File: src/hdl/sba_pkg.sv
// Package for the symmetric bus arbitration agent: types, widths and timing counts.
// Assumes a single bus clock; all bus signals here are active high after pin inversion.
package sba_pkg;

    localparam int unsigned NUM_AGENTS = 4;
    localparam int unsigned ID_W = 2;

    // Rotating identifier after reset or bus initialization
    localparam logic [1:0] ROT_ID_RST = 2'h3;

    // Recovery counts in bus clocks
    localparam logic [2:0] BUS_INITIALIZE_HOLD_CLKS = 3'h3;
    localparam logic [2:0] ADDR_PARITY_ERROR_LOCK_CLKS = 3'h2;
    localparam logic [2:0] ADDR_PARITY_ERROR_IDLE_CLKS = 3'h4;
    localparam logic [2:0] REQ_GAP_CLKS = 3'h1;

    // Observed bus condition group
    typedef struct packed {
        logic priority_request;
        logic block_next_request;
        logic bus_initialize;
        logic addr_parity_error;
    } sba_bus_obs_s;

    // Power-on configuration options
    typedef struct packed {
        logic bus_initialize_observe_en;
        logic bus_initialize_drive_en;
        logic addr_parity_error_observe_en;
    } sba_cfg_s;

    typedef enum logic [1:0] {
        SBA_IDLE,
        SBA_REQUEST,
        SBA_OWNER,
        SBA_HOLDOFF
    } sba_state_e;

endpackage : sba_pkg

File: src/hdl/sba_agent.sv
// Arbitration agent for one symmetric master on a shared four-agent bus.
// Assumes all inputs synchronous to sys_clk_i; pins already converted to active high.
// Identity comes from the request pins in the first enabled clock after reset release.
// Pin drivers and the wired-OR stall line resolution sit outside this block.

// Behaviour
// - All state captured on the rising bus clock edge; stall and issue outputs also follow inputs directly.
// - Agent drives only its own request line, reads the others.
// - Request pins sampled at reset release fix the agent identifier.
// - Rotating identifier starts at three after reset.
// - Arbitration event on request into idle bus or owner release.
// - New owner computed round-robin from sampled lines and rotating identifier.
// - Rotating identifier loads the new owner identifier after each event.
// - Owner parks by holding its request while it wants the bus and nobody else requests.
// - Owner drops its request as soon as another request is seen.
// - A requester keeps its request until it becomes owner.
// - After deassertion the request stays low at least one clock.
// - Parity error, reset or bus init force the request low next clock.
// - Requests resume after reset release, or three clocks after bus init.
// - After parity error locked agent re-requests in two clocks, else waits four.
// - Observed priority request stops new requests except locked ones.
// - Stall line asserted when busy; owner issues nothing during a stall.
// - Stall line driven and sampled only on designated clocks.
// - Observed bus init resets state and rotating identifier, keeps caches.
// - If enabled, bus init is driven on an unreliable bus condition.
// - If enabled, observed parity error aborts the transaction in progress.
module sba_agent (
    input wire logic sys_clk_i,                        // Bus clock
    input wire logic srst_i,                           // Synchronous reset, high
    input wire logic clk_en_i,                         // Clock enable, freezes all state
    input wire logic [1:0] request_pins_i,             // Request pins, sampled at reset release
    input wire logic [3:0] sym_request_lines_i,        // All four bus request lines
    input wire sba_pkg::sba_bus_obs_s obs_i,           // Observed priority, stall, init, parity
    input wire sba_pkg::sba_cfg_s cfg_i,               // Power-on configuration options
    input wire logic want_bus_i,                       // Core wants a transaction
    input wire logic locked_i,                         // Core is inside a locked operation
    input wire logic busy_i,                           // Core cannot accept new transactions
    input wire logic bus_fault_i,                      // Core saw an unreliable bus condition
    output logic own_request_line_o,                   // Own request line drive
    output logic [1:0] agent_id_o,                     // Agent identifier
    output logic [1:0] rot_id_o,                       // Rotating identifier
    output logic [1:0] owner_id_o,                     // Current symmetric owner
    output logic is_owner_o,                           // This agent owns the bus
    output logic may_issue_o,                          // Owner may issue a new transaction
    output logic abort_o,                              // Abort transaction in progress
    output logic bnr_drive_o,                          // Stall line output value
    output logic bnr_oe_o,                             // Stall line output enable
    output logic bus_initialize_drive_o,                        // Bus init output value
    output logic bus_initialize_oe_o,                           // Bus init output enable
    output logic flush_state_o                         // Pulse: in-flight state discarded
);
    import sba_pkg::*;

    // Arbitration and request state
    sba_state_e state_r, state_nxt;
    logic [1:0] agent_id_r;
    logic [1:0] rot_id_r, rot_id_nxt;
    logic [1:0] owner_r, owner_nxt;
    logic [3:0] req_prev_r;
    logic in_reset_r;
    logic req_r, req_nxt;
    logic [2:0] hold_r, hold_nxt;

    // Stall, abort and side outputs
    logic bnr_phase_r;
    logic stall_r;
    logic abort_r;
    logic bus_initialize_out_r;
    logic flush_r;

    // Decoded conditions
    wire bus_initialize_seen = obs_i.bus_initialize & cfg_i.bus_initialize_observe_en;
    wire addr_parity_error_seen = obs_i.addr_parity_error & cfg_i.addr_parity_error_observe_en;
    wire [3:0] lines_now = sym_request_lines_i;
    logic [3:0] own_mask;
    logic [3:0] other_lines;
    wire others_req = |other_lines;
    wire bus_was_idle = ~|req_prev_r;
    wire owner_released = req_prev_r[owner_r] & ~lines_now[owner_r];
    // Event on first request into an idle bus or on the owner's release
    wire arb_event = (bus_was_idle & |lines_now) | owner_released;
    // Locked work may still request under a priority hold
    wire pri_block = obs_i.priority_request & ~locked_i;
    wire owner_now = (state_r == SBA_OWNER);
    wire [1:0] pick;
    wire pick_any;

    // Request decisions
    wire [2:0] hold_dec = (hold_r != 3'h0) ? hold_r - 3'h1 : hold_r;
    wire start_req = want_bus_i & ~pri_block & (hold_r == 3'h0);
    wire won_event = arb_event & pick_any & (pick == agent_id_r);
    wire must_yield = others_req | ~want_bus_i;

    // Split each request line into own and foreign
    for (genvar g = 0; g < 4; g++) begin : g_line
        assign own_mask[g] = (agent_id_r == 2'(g));
        assign other_lines[g] = lines_now[g] & ~own_mask[g];
    end

    // Round-robin winner from sampled lines
    sba_rr_pick u_pick (
        .req_i(lines_now),
        .rot_id_i(rot_id_r),
        .winner_o(pick),
        .any_o(pick_any)
    );

    // Rotating identifier and owner tracking
    always_comb begin
        rot_id_nxt = rot_id_r;
        owner_nxt = owner_r;
        if (arb_event && pick_any) begin
            rot_id_nxt = pick;
            owner_nxt = pick;
        end
    end

    // Request state machine with recovery holds
    always_comb begin
        state_nxt = state_r;
        req_nxt = req_r;
        // Hold counter runs down in every state; recovery entries reload it
        hold_nxt = hold_dec;
        unique case (state_r)
            SBA_IDLE: begin
                if (start_req) begin
                    req_nxt = 1'b1;
                    state_nxt = SBA_REQUEST;
                end
            end
            SBA_REQUEST: begin
                req_nxt = 1'b1;
                if (won_event) begin
                    state_nxt = SBA_OWNER;
                end
            end
            SBA_OWNER: begin
                if (must_yield) begin
                    req_nxt = 1'b0;
                    hold_nxt = REQ_GAP_CLKS;
                    state_nxt = SBA_HOLDOFF;
                end else begin
                    req_nxt = 1'b1;
                end
            end
            SBA_HOLDOFF: begin
                req_nxt = 1'b0;
                if (hold_nxt == 3'h0) begin
                    state_nxt = SBA_IDLE;
                end
            end
        endcase
        // Error and initialization overrides
        if (addr_parity_error_seen) begin
            req_nxt = 1'b0;
            state_nxt = SBA_HOLDOFF;
            hold_nxt = locked_i ? ADDR_PARITY_ERROR_LOCK_CLKS : ADDR_PARITY_ERROR_IDLE_CLKS;
        end
        if (bus_initialize_seen) begin
            req_nxt = 1'b0;
            state_nxt = SBA_HOLDOFF;
            hold_nxt = BUS_INITIALIZE_HOLD_CLKS;
        end
    end

    // Identity decode: pin zero wins, then pin one, else agent zero
    wire [1:0] id_from_pins = request_pins_i[0] ? 2'h0 :
                              (request_pins_i[1] ? 2'h1 : 2'h0);
    // Identity clock freezes arbitration so the strap cannot start an event
    wire run_normal = ~in_reset_r;
    // Bus init restores the rotating identifier and forgets line history
    wire [1:0] rot_id_upd = bus_initialize_seen ? ROT_ID_RST : rot_id_nxt;
    wire [1:0] owner_upd = bus_initialize_seen ? ROT_ID_RST : owner_nxt;
    wire [3:0] req_prev_upd = (in_reset_r | bus_initialize_seen) ? 4'h0 : lines_now;

    // Reset tracker: high through reset and for the identity clock
    always_ff @(posedge sys_clk_i) begin
        if (srst_i) begin
            in_reset_r <= 1'b1;
        end else if (clk_en_i) begin
            in_reset_r <= 1'b0;
        end
    end

    // Identity capture in the first enabled clock after release
    always_ff @(posedge sys_clk_i) begin
        if (srst_i) begin
            agent_id_r <= 2'h0;
        end else if (clk_en_i && in_reset_r) begin
            agent_id_r <= id_from_pins;
        end
    end

    // Rotating identifier and owner
    always_ff @(posedge sys_clk_i) begin
        if (srst_i) begin
            rot_id_r <= ROT_ID_RST;
            owner_r <= ROT_ID_RST;
        end else if (clk_en_i && run_normal) begin
            rot_id_r <= rot_id_upd;
            owner_r <= owner_upd;
        end
    end

    // Request line history for arbitration event detection
    always_ff @(posedge sys_clk_i) begin
        if (srst_i) begin
            req_prev_r <= 4'h0;
        end else if (clk_en_i) begin
            req_prev_r <= req_prev_upd;
        end
    end

    // Request state register
    always_ff @(posedge sys_clk_i) begin
        if (srst_i) begin
            state_r <= SBA_IDLE;
        end else if (clk_en_i && run_normal) begin
            state_r <= state_nxt;
        end
    end

    // Request line drive and recovery hold counter
    always_ff @(posedge sys_clk_i) begin
        if (srst_i) begin
            req_r <= 1'b0;
            hold_r <= 3'h0;
        end else if (clk_en_i && run_normal) begin
            req_r <= req_nxt;
            hold_r <= hold_nxt;
        end
    end

    // Stall phase: even clocks counted from reset release are designated
    always_ff @(posedge sys_clk_i) begin
        if (srst_i) begin
            bnr_phase_r <= 1'b0;
        end else if (clk_en_i) begin
            bnr_phase_r <= ~bnr_phase_r;
        end
    end

    // Stall line sampled only on designated clocks, honoured from the next
    always_ff @(posedge sys_clk_i) begin
        if (srst_i) begin
            stall_r <= 1'b0;
        end else if (clk_en_i && !bnr_phase_r) begin
            stall_r <= obs_i.block_next_request;
        end
    end

    // Abort pulse for each clock of observed parity error
    always_ff @(posedge sys_clk_i) begin
        if (srst_i) begin
            abort_r <= 1'b0;
        end else if (clk_en_i) begin
            abort_r <= addr_parity_error_seen;
        end
    end

    // Bus init drive from the core's fault flag, when enabled
    always_ff @(posedge sys_clk_i) begin
        if (srst_i) begin
            bus_initialize_out_r <= 1'b0;
        end else if (clk_en_i) begin
            bus_initialize_out_r <= bus_fault_i & cfg_i.bus_initialize_drive_en;
        end
    end

    // Flush pulse the clock after an observed bus init
    always_ff @(posedge sys_clk_i) begin
        if (srst_i) begin
            flush_r <= 1'b0;
        end else if (clk_en_i) begin
            flush_r <= bus_initialize_seen;
        end
    end

    // Request and identity outputs
    assign own_request_line_o = req_r;
    assign agent_id_o = agent_id_r;
    assign rot_id_o = rot_id_r;
    assign owner_id_o = owner_r;

    // Ownership and issue permission
    assign is_owner_o = owner_now;
    assign may_issue_o = owner_now & ~stall_r & ~pri_block & ~abort_r;

    // Recovery outputs
    assign abort_o = abort_r;
    assign bnr_drive_o = busy_i & ~bnr_phase_r;
    assign bnr_oe_o = busy_i & ~bnr_phase_r;
    assign bus_initialize_drive_o = bus_initialize_out_r;
    assign bus_initialize_oe_o = bus_initialize_out_r;
    assign flush_state_o = flush_r;

    // Stall and bus init drive pins follow in the side output group above

endmodule // sba_agent

File: src/hdl/sba_rr_pick.sv
// Round-robin winner selection among four symmetric request lines.
// Assumes requests are sampled bus lines; purely combinational.
module sba_rr_pick (
    input wire logic [3:0] req_i,      // Sampled symmetric request lines
    input wire logic [1:0] rot_id_i,   // Lowest-priority agent identifier
    output logic [1:0] winner_o,       // Selected owner
    output logic any_o                 // At least one request present
);
    import sba_pkg::*;

    // Search starts one past the rotating identifier
    always_comb begin
        logic [1:0] idx;
        logic found;
        idx = 2'h0;
        found = 1'b0;
        winner_o = rot_id_i;
        for (int k = 1; k <= 4; k++) begin
            idx = rot_id_i + k[1:0];
            if (!found && req_i[idx]) begin
                winner_o = idx;
                found = 1'b1;
            end
        end
    end

    assign any_o = |req_i;

endmodule // sba_rr_pick

File: config.mk
export PLATFORM = sky130hd
export DESIGN_NAME = sba_agent
export DESIGN_NICKNAME = d
export VERILOG_FILES = /design/src/hdl/sba_pkg.sv /design/src/hdl/sba_agent.sv /design/src/hdl/sba_rr_pick.sv
export SDC_FILE = /design/constraint.sdc
export NUM_CORES = 1
export LEC_CHECK = 0
export ABC_CLOCK_PERIOD_IN_PS = 1900
export CAP_MARGIN = 20
export CORE_MARGIN = 4
export CORE_UTILIZATION = 35
export CTS_CLUSTER_SIZE = 25
export DETAILED_ROUTE_END_ITERATION = 6
export DONT_BUFFER_PORTS = 1
export GPL_TIMING_DRIVEN = 0
export PLACE_DENSITY_LB_ADDON = 0.3
export SYNTH_ARGS = -nofsm -noshare
export SYNTH_HDL_FRONTEND = slang
export SYNTH_SLANG_ARGS = --single-unit
File: constraint.sdc
create_clock -name sys_clk_i -period 1.9 [get_ports sys_clk_i]
set_clock_uncertainty 0.05 [all_clocks]
set_input_delay 0.095 -clock sys_clk_i [delete_from_list [all_inputs] [get_ports sys_clk_i]]
set_output_delay 0.095 -clock sys_clk_i [all_outputs]
set_load 0.05 [all_outputs]
==> results.cfg, run 1 <==
[run_status]
status = complete, but fails checks
violations = negative setup slack

[sta]
hold_violations = 0
worst_slew_pin_slew_ns = 0.734
setup_viol = 2
rsz0062_at_grt = true
final.setup.tns_ns = -0.128
slew_headroom = 0.508
slew_viol_final = 0
finalCriticalPeriod_ns = 1.97
timing.fmax_mhz = 509
fin_crit_sh = 1.03
setup_slack_ns = -0.0659

[cts]
path_clk_slew_ns = 0.11
cts_buffer_depth = 2
cts_buffers = 3
cts.sinks = 19
clkLatencyLatePin_ns = 0.29
htreeDepth = 1
cts_tree = built
clock-root-buffer = clkbuf_4

[floorplan]
dieArea_sq_um = 4410
core_region_area_sq_um = 3150
die_y_um = 66.4
ios = 35
die-width_um = 66.4
row_count = 20
initial_core_util = 0.379

[setup_path]
startpoint_type = flop
cp.required_ns = 2.06
startpoint = owner_id_o[0]
critPathArrivalTime_ns = 2.13
r2r_start = owner_id_o[0]
critPathSlowestCell = dfxtp_4
path_class = reg2reg
end_kind = flop
cp_max_fo = 7
crit_family = compound AO/OA/AOI/OAI gates
crit_path_max_incr_delay_ns = 0.44
cp_cell_sequence = buf_6, nor3b_2, o21ai_1, a22o_1, a211o_1, o211a_1, a311oi_2
timing.critical_path.buf_inv = 1

[placement]
hpwl_mm = 2.26
place_inst = 199
routabilityCongestion = 0.823
port_buffers = 0
dpl_worst_slack_ns = -0.220

[global_routing]
grt_overflow = 0
track_usage = 0.164
antenna_found_initial = 0
grt_pass1_wl_mm = 5.63
grt_pass1_vias = 1262
grt_max_degree = 12

[drt]
ant_nets = 0
top_layer_used = met4
met2_length_mm = 1.77
wl_met3_um = 228
drc_errors = 0
routed-via-count = 1277
dr.first_iter.drc_count = 47
wirelength_met1_mm = 1.41
routed_wirelength_mm = 3.47
wire_per_inst_um = 15.2
dr.pass1.iters = 4
viasPerCell = 5.60

[yosys]
synthFlopType = dfxtp_1
ys_seq_area_frac = 0.318
synthCells = 155
yosysUniqueCellTypes = 39
synth_edf_count = 0
ys_ff_latch = 19
syn_area_per_cell_sq_um = 7.71
synth_mux_area_frac = 0.0178
ys_warn_count = 0
synth_top_family_by_area = simple AND/OR/NAND/NOR gates
post-synth-top-area-cell = dfxtp_1
synth-async-reset-ratio = 0
synth_adder_area_share = 0.0733
synthTopCellsByArea = dfxtp_1 32%, ha_1 7.3%, a21oi_1 5.9%
synthXorXnorAreaFrac = 0.0147
synth_area_sq_um = 1190
yosys.area_share.simple = 0.273
synth.top_cell.area_share = 0.318
synth_nets = 182
synth_compound_area_frac = 0.230

[cells_and_area]
nets = 212
regArea_sq_um = 395
multiInputGateArea_sq_um = 855
drive_above_1_share = 0.266
nFillCells = 308
antenna_cells = 0
final_cells = 228
synthToLayoutAreaGrowth_pct = 37.3

[worst_hold_path]
hp-start = cfg_i[2]
hp-class = in2reg

[power]
cellPowerDensity_nw_per_um2 = 589
p_leak_nw = 0.614
peakVddDrop_mv = 0.492

[flow_run]
maxCapViolations = 0
Yosys cell counts (all sizes together), types with 2 or more instances:
| library cell | count |
|---|---|
| a21oi | 14 |
| a22oi | 4 |
| a311oi | 3 |
| a31oi | 2 |
| buf | 5 |
| clkbuf | 4 |
| dfxtp | 19 |
| ha | 7 |
| inv | 8 |
| nand2 | 18 |
| nand2b | 5 |
| nand3 | 7 |
| nor2 | 16 |
| nor2b | 2 |
| nor3 | 3 |
| nor3b | 3 |
| nor4b | 2 |
| o211a | 2 |
| o21ai | 9 |
| o22ai | 2 |
| xnor2 | 2 |
worst reg2reg max path, delay by kind of cell (launching register included):
kind                   cells  cell delay, ns
AO/OA/AOI/OAI              5            1.08
buffers and inverters      1            0.15
flip-flops                 1            0.44
AND/OR/NAND/NOR            1            0.16
layout make-up:
type | instances | share of cell area
Buffer | 9 | 0.0320
Clock buffer | 3 | 0.0137
Clock inverter | 1 | 0.00305
Inverter | 8 | 0.0183
Multi-Input combinational cell | 119 | 0.521
Sequential cell | 19 | 0.241
Tap cell | 44 | 0.0336
Timing Repair Buffer | 25 | 0.137
report_power, final:
part | internal, mW | leakage (nW) | switching, mW | total (mW)
logic | 0.127 | 0.439 | 0.166 | 0.292
clock network | 0.0783 | 0.0177 | 0.130 | 0.208
registers | 0.418 | 0.157 | 0.0478 | 0.466
metrics by stage:
step	util	power, mW	hold WS, ns	area (sq um)
after floorplan	-	0.647	0.181	1220
after global placement	0.404	0.679	0.188	1270
after detailed placement	0.404	0.685	0.199	1270
after CTS	0.502	0.951	0.0534	1580
after global routing	0.520	1.02	0.0770	1640
final	0.520	0.966	0.0615	1640
placed cells by master (no fill, tap or decap), types with 4 or more instances in the layout:
cell / instances
a21oi_1: 12
a22oi_1: 4
buf_4: 13
clkbuf_1: 4
dfxtp_1: 13
dlygate4sd3_1: 15
ha_1: 4
inv_1: 5
nand2_1: 18
nand2b_1: 4
nand3_1: 7
nor2_1: 16
o21ai_0: 5
worst paths after layout:
check	to	slack, ns	cells past startpoint
worst max-delay path	state_r[0]	-0.07	7
worst min-delay path	hold_r[1]	0.06	2
worst max register to register	state_r[0]	-0.07	7
worst min register to register	stall_r	0.49	2
kinds of logic after synthesis:
kind of cell / Yosys count
adder cells (fa/ha/maj): 7
XOR/XNOR: 2
multiplexers: 2
AO/OA/AOI/OAI: 43
flip-flops: 19
AND/OR/NAND/NOR: 64
other: 1
buffers and inverters: 17
per-layer routing:
metal | GRT usage | vias to the layer above
met2 | 0.291 | 41
met1 | 0.195 | 618
met4 | 0.0508 | 0
li1 | - | 610
met3 | 0.0357 | 8
met5 | 0 | -
registers in the layout, indices dropped and copies added (netlist names):
name / cells
bus_initialize_drive_o: 1
state_r: 2
abort_o: 1
req_prev_r: 4
bnr_phase_r: 1
agent_id_o: 1
owner_id_o: 2
flush_state_o: 1
in_reset_r: 1
own_request_line_o: 1
stall_r: 1
hold_r: 3
what timing repair did:
item,4_1_cts,5_1_grt
hold buffers,15,0
resized for setup,23,12
pin swaps,8,6
endpoints found under the setup margin,6,5
setup buffers,9,1
hold endpoints to repair,10,0
Note: power is estimated with default switching activity, not from simulation.
==> inputs of run 2 (changes only) <==
--- a/config.mk
+++ b/config.mk
@@ -7,6 +7,7 @@
 export LEC_CHECK = 0
 export ABC_CLOCK_PERIOD_IN_PS = 1900
 export CAP_MARGIN = 20
+export CORE_ASPECT_RATIO = 2
 export CORE_MARGIN = 4
 export CORE_UTILIZATION = 35
 export CTS_CLUSTER_SIZE = 25
==> results.cfg, run 2 (synthesis results as in run 1) <==
[flow_run]
maxCapViolations = 0

[power]
cellPowerDensity_nw_per_um2 = 631
power.internal_mw = 0.686
power.share.sequential = 0.456
peakVddDrop_mv = 0.844
pwr-share-clk = 0.271
combPwrFrac = 0.273
power_mw = 1.02
p_leak_nw = 0.621
power_switching_share = 0.330
p_switching_mw = 0.338

[cells_and_area]
largest_register_ffs = 4
largest-register = req_prev_r
antenna_cells = 0
reg_top3 = req_prev_r (4), hold_r (3)
synthToLayoutAreaGrowth_pct = 35.9
nFillCells = 308
nets = 211
finalCoreUtilization = 0.503
drive_above_1_share = 0.262
final_common_cell = nand2_1
final_cell_mix = 18 x nand2_1, 16 x nor2_1, 15 x dlygate4sd3_1

[global_routing]
grt_max_degree = 12
grt_overflow = 0
grt_pass1_wl_mm = 5.60
track_usage = 0.154
grt_pass1_vias = 1251
antenna_found_initial = 0

[drt]
dr.pass1.iters = 4
routed-via-count = 1240
routed_wirelength_mm = 3.39
drc_errors = 0
dr.first_iter.drc_count = 29
wire_per_inst_um = 15.8
viasPerCell = 5.79
ant_nets = 0

[setup_path]
r2r_cells = 6
r2r_start = owner_id_o[0]
r2r_slack_ns = -0.08
cp_max_fo = 7
reg2reg_to = state_r[0]
startpoint_type = flop
cp.required_ns = 2.02
end_kind = flop
startpoint = owner_id_o[0]
critPathArrivalTime_ns = 2.09
endpoint = state_r[0]
path_class = reg2reg

[floorplan]
die_y_um = 90.6
dieArea_sq_um = 4470
core_region_area_sq_um = 3230
row_count = 29
initial_core_util = 0.370
ios = 35
die-width_um = 49.3

[run_status]
violations = negative setup slack
status = complete, but fails checks

[sta]
fin_crit_sh = 1.04
worst_slew_pin_slew_ns = 0.740
setup_slack_ns = -0.0786
slew_headroom = 0.504
finalCriticalPeriod_ns = 1.98
rsz0062_at_grt = true
timing.fmax_mhz = 505
hold_violations = 0
final.setup.tns_ns = -0.109
slew_viol_final = 0
setup_viol = 2
holdWs_ns = 0.121

[cts]
cts_buffers = 3
clock-root-buffer = clkbuf_8
clkLatencyLatePin_ns = 0.25
path_clk_slew_ns = 0.07
htreeDepth = 1
cts.sinks = 19
cts_tree = built
cts_buffer_depth = 2

[placement]
hpwl_mm = 2.32
port_buffers = 0
routabilityCongestion = 0.843

[worst_hold_path]
hp-class = in2reg
==> run 2: changes by cell type in the layout (fill, tap and decap cells not counted), moves of 2 or more <==
| cell | before | now |
|---|---|---|
| nor3_2 | 0 | 2 |
| clkbuf_8 | 0 | 3 |
| nor3_1 | 3 | 1 |
| clkbuf_4 | 3 | 0 |
| o22ai_1 | 0 | 2 |
| o22ai_2 | 2 | 0 |
==> run 2: stage by stage <==
step / setup slack [ns] / area, sq um / instances
2_1_floorplan: 0.000360 / 1220 / 155
3_3_place_gp: -0.149 / 1260 / 186
3_5_place_dp: -0.193 / 1260 / 186
4_1_cts: -0.0481 / 1570 / 212
5_1_grt: -0.149 / 1620 / 214
6_report: -0.0786 / 1620 / 214
==> run 2: cell type report <==
| cell class | count | area, sq um | area share |
|---|---|---|---|
| multi-input cells | 119 | 845 | 0.520 |
| repair buffers | 24 | 219 | 0.135 |
| flip-flops and latches | 19 | 393 | 0.242 |
| clock inverters | 1 | 5.00 | 0.00308 |
| well taps | 31 | 38.8 | 0.0239 |
| inverters | 8 | 30.0 | 0.0185 |
| clock buffers | 3 | 41.3 | 0.0254 |
| plain buffers | 9 | 52.6 | 0.0324 |
==> run 2: power groups by stage <==
stage          clock, mW  sequential, mW  combinational (mW)
6_report           0.278           0.467               0.280
5_1_grt            0.300           0.470               0.306
4_1_cts            0.284           0.465               0.260
3_5_place_dp           0           0.475               0.209
3_3_place_gp           0           0.474               0.205
2_1_floorplan          0           0.468               0.179
==> run 2: worst min path at each step <==
stage	start	endpoint	slack [ns]	depth (start not counted)
6_report	cfg_i[2]	hold_r[1]	0.12	2
5_1_grt	srst_i	own_request_line_o	0.16	2
3_3_place_gp	obs_i[2]	stall_r	0.18	2
2_1_floorplan	obs_i[2]	stall_r	0.18	2
3_5_place_dp	obs_i[2]	stall_r	0.19	2
4_1_cts	cfg_i[2]	hold_r[1]	0.12	2
==> run 2: worst max-delay path, stage by stage, from the launching register on <==
cell and delay (ns):
dfxtp_4 0.49, and4bb_2 0.27, nor3_2 0.04, a22o_1 0.25
a211o_1 0.33, o211a_1 0.25, a311oi_2 0.23
==> run 2: metal layers <==
metal / GRT usage / vias up / routed length [um]
met2: 0.295 / 39 / 1920
met4: 0.0428 / 0 / 38
met5: 0 / - / 0
met1: 0.152 / 589 / 1200
met3: 0.0463 / 4 / 225
li1: - / 608 / -
==> run 2: timing repair <==
action                     CTS  global route
hold endpoints to repair    10             0
gates resized for setup     18            13
setup endpoints to repair    5             5
setup buffers                7             2
hold buffers                15             0
pin swaps                    9            14
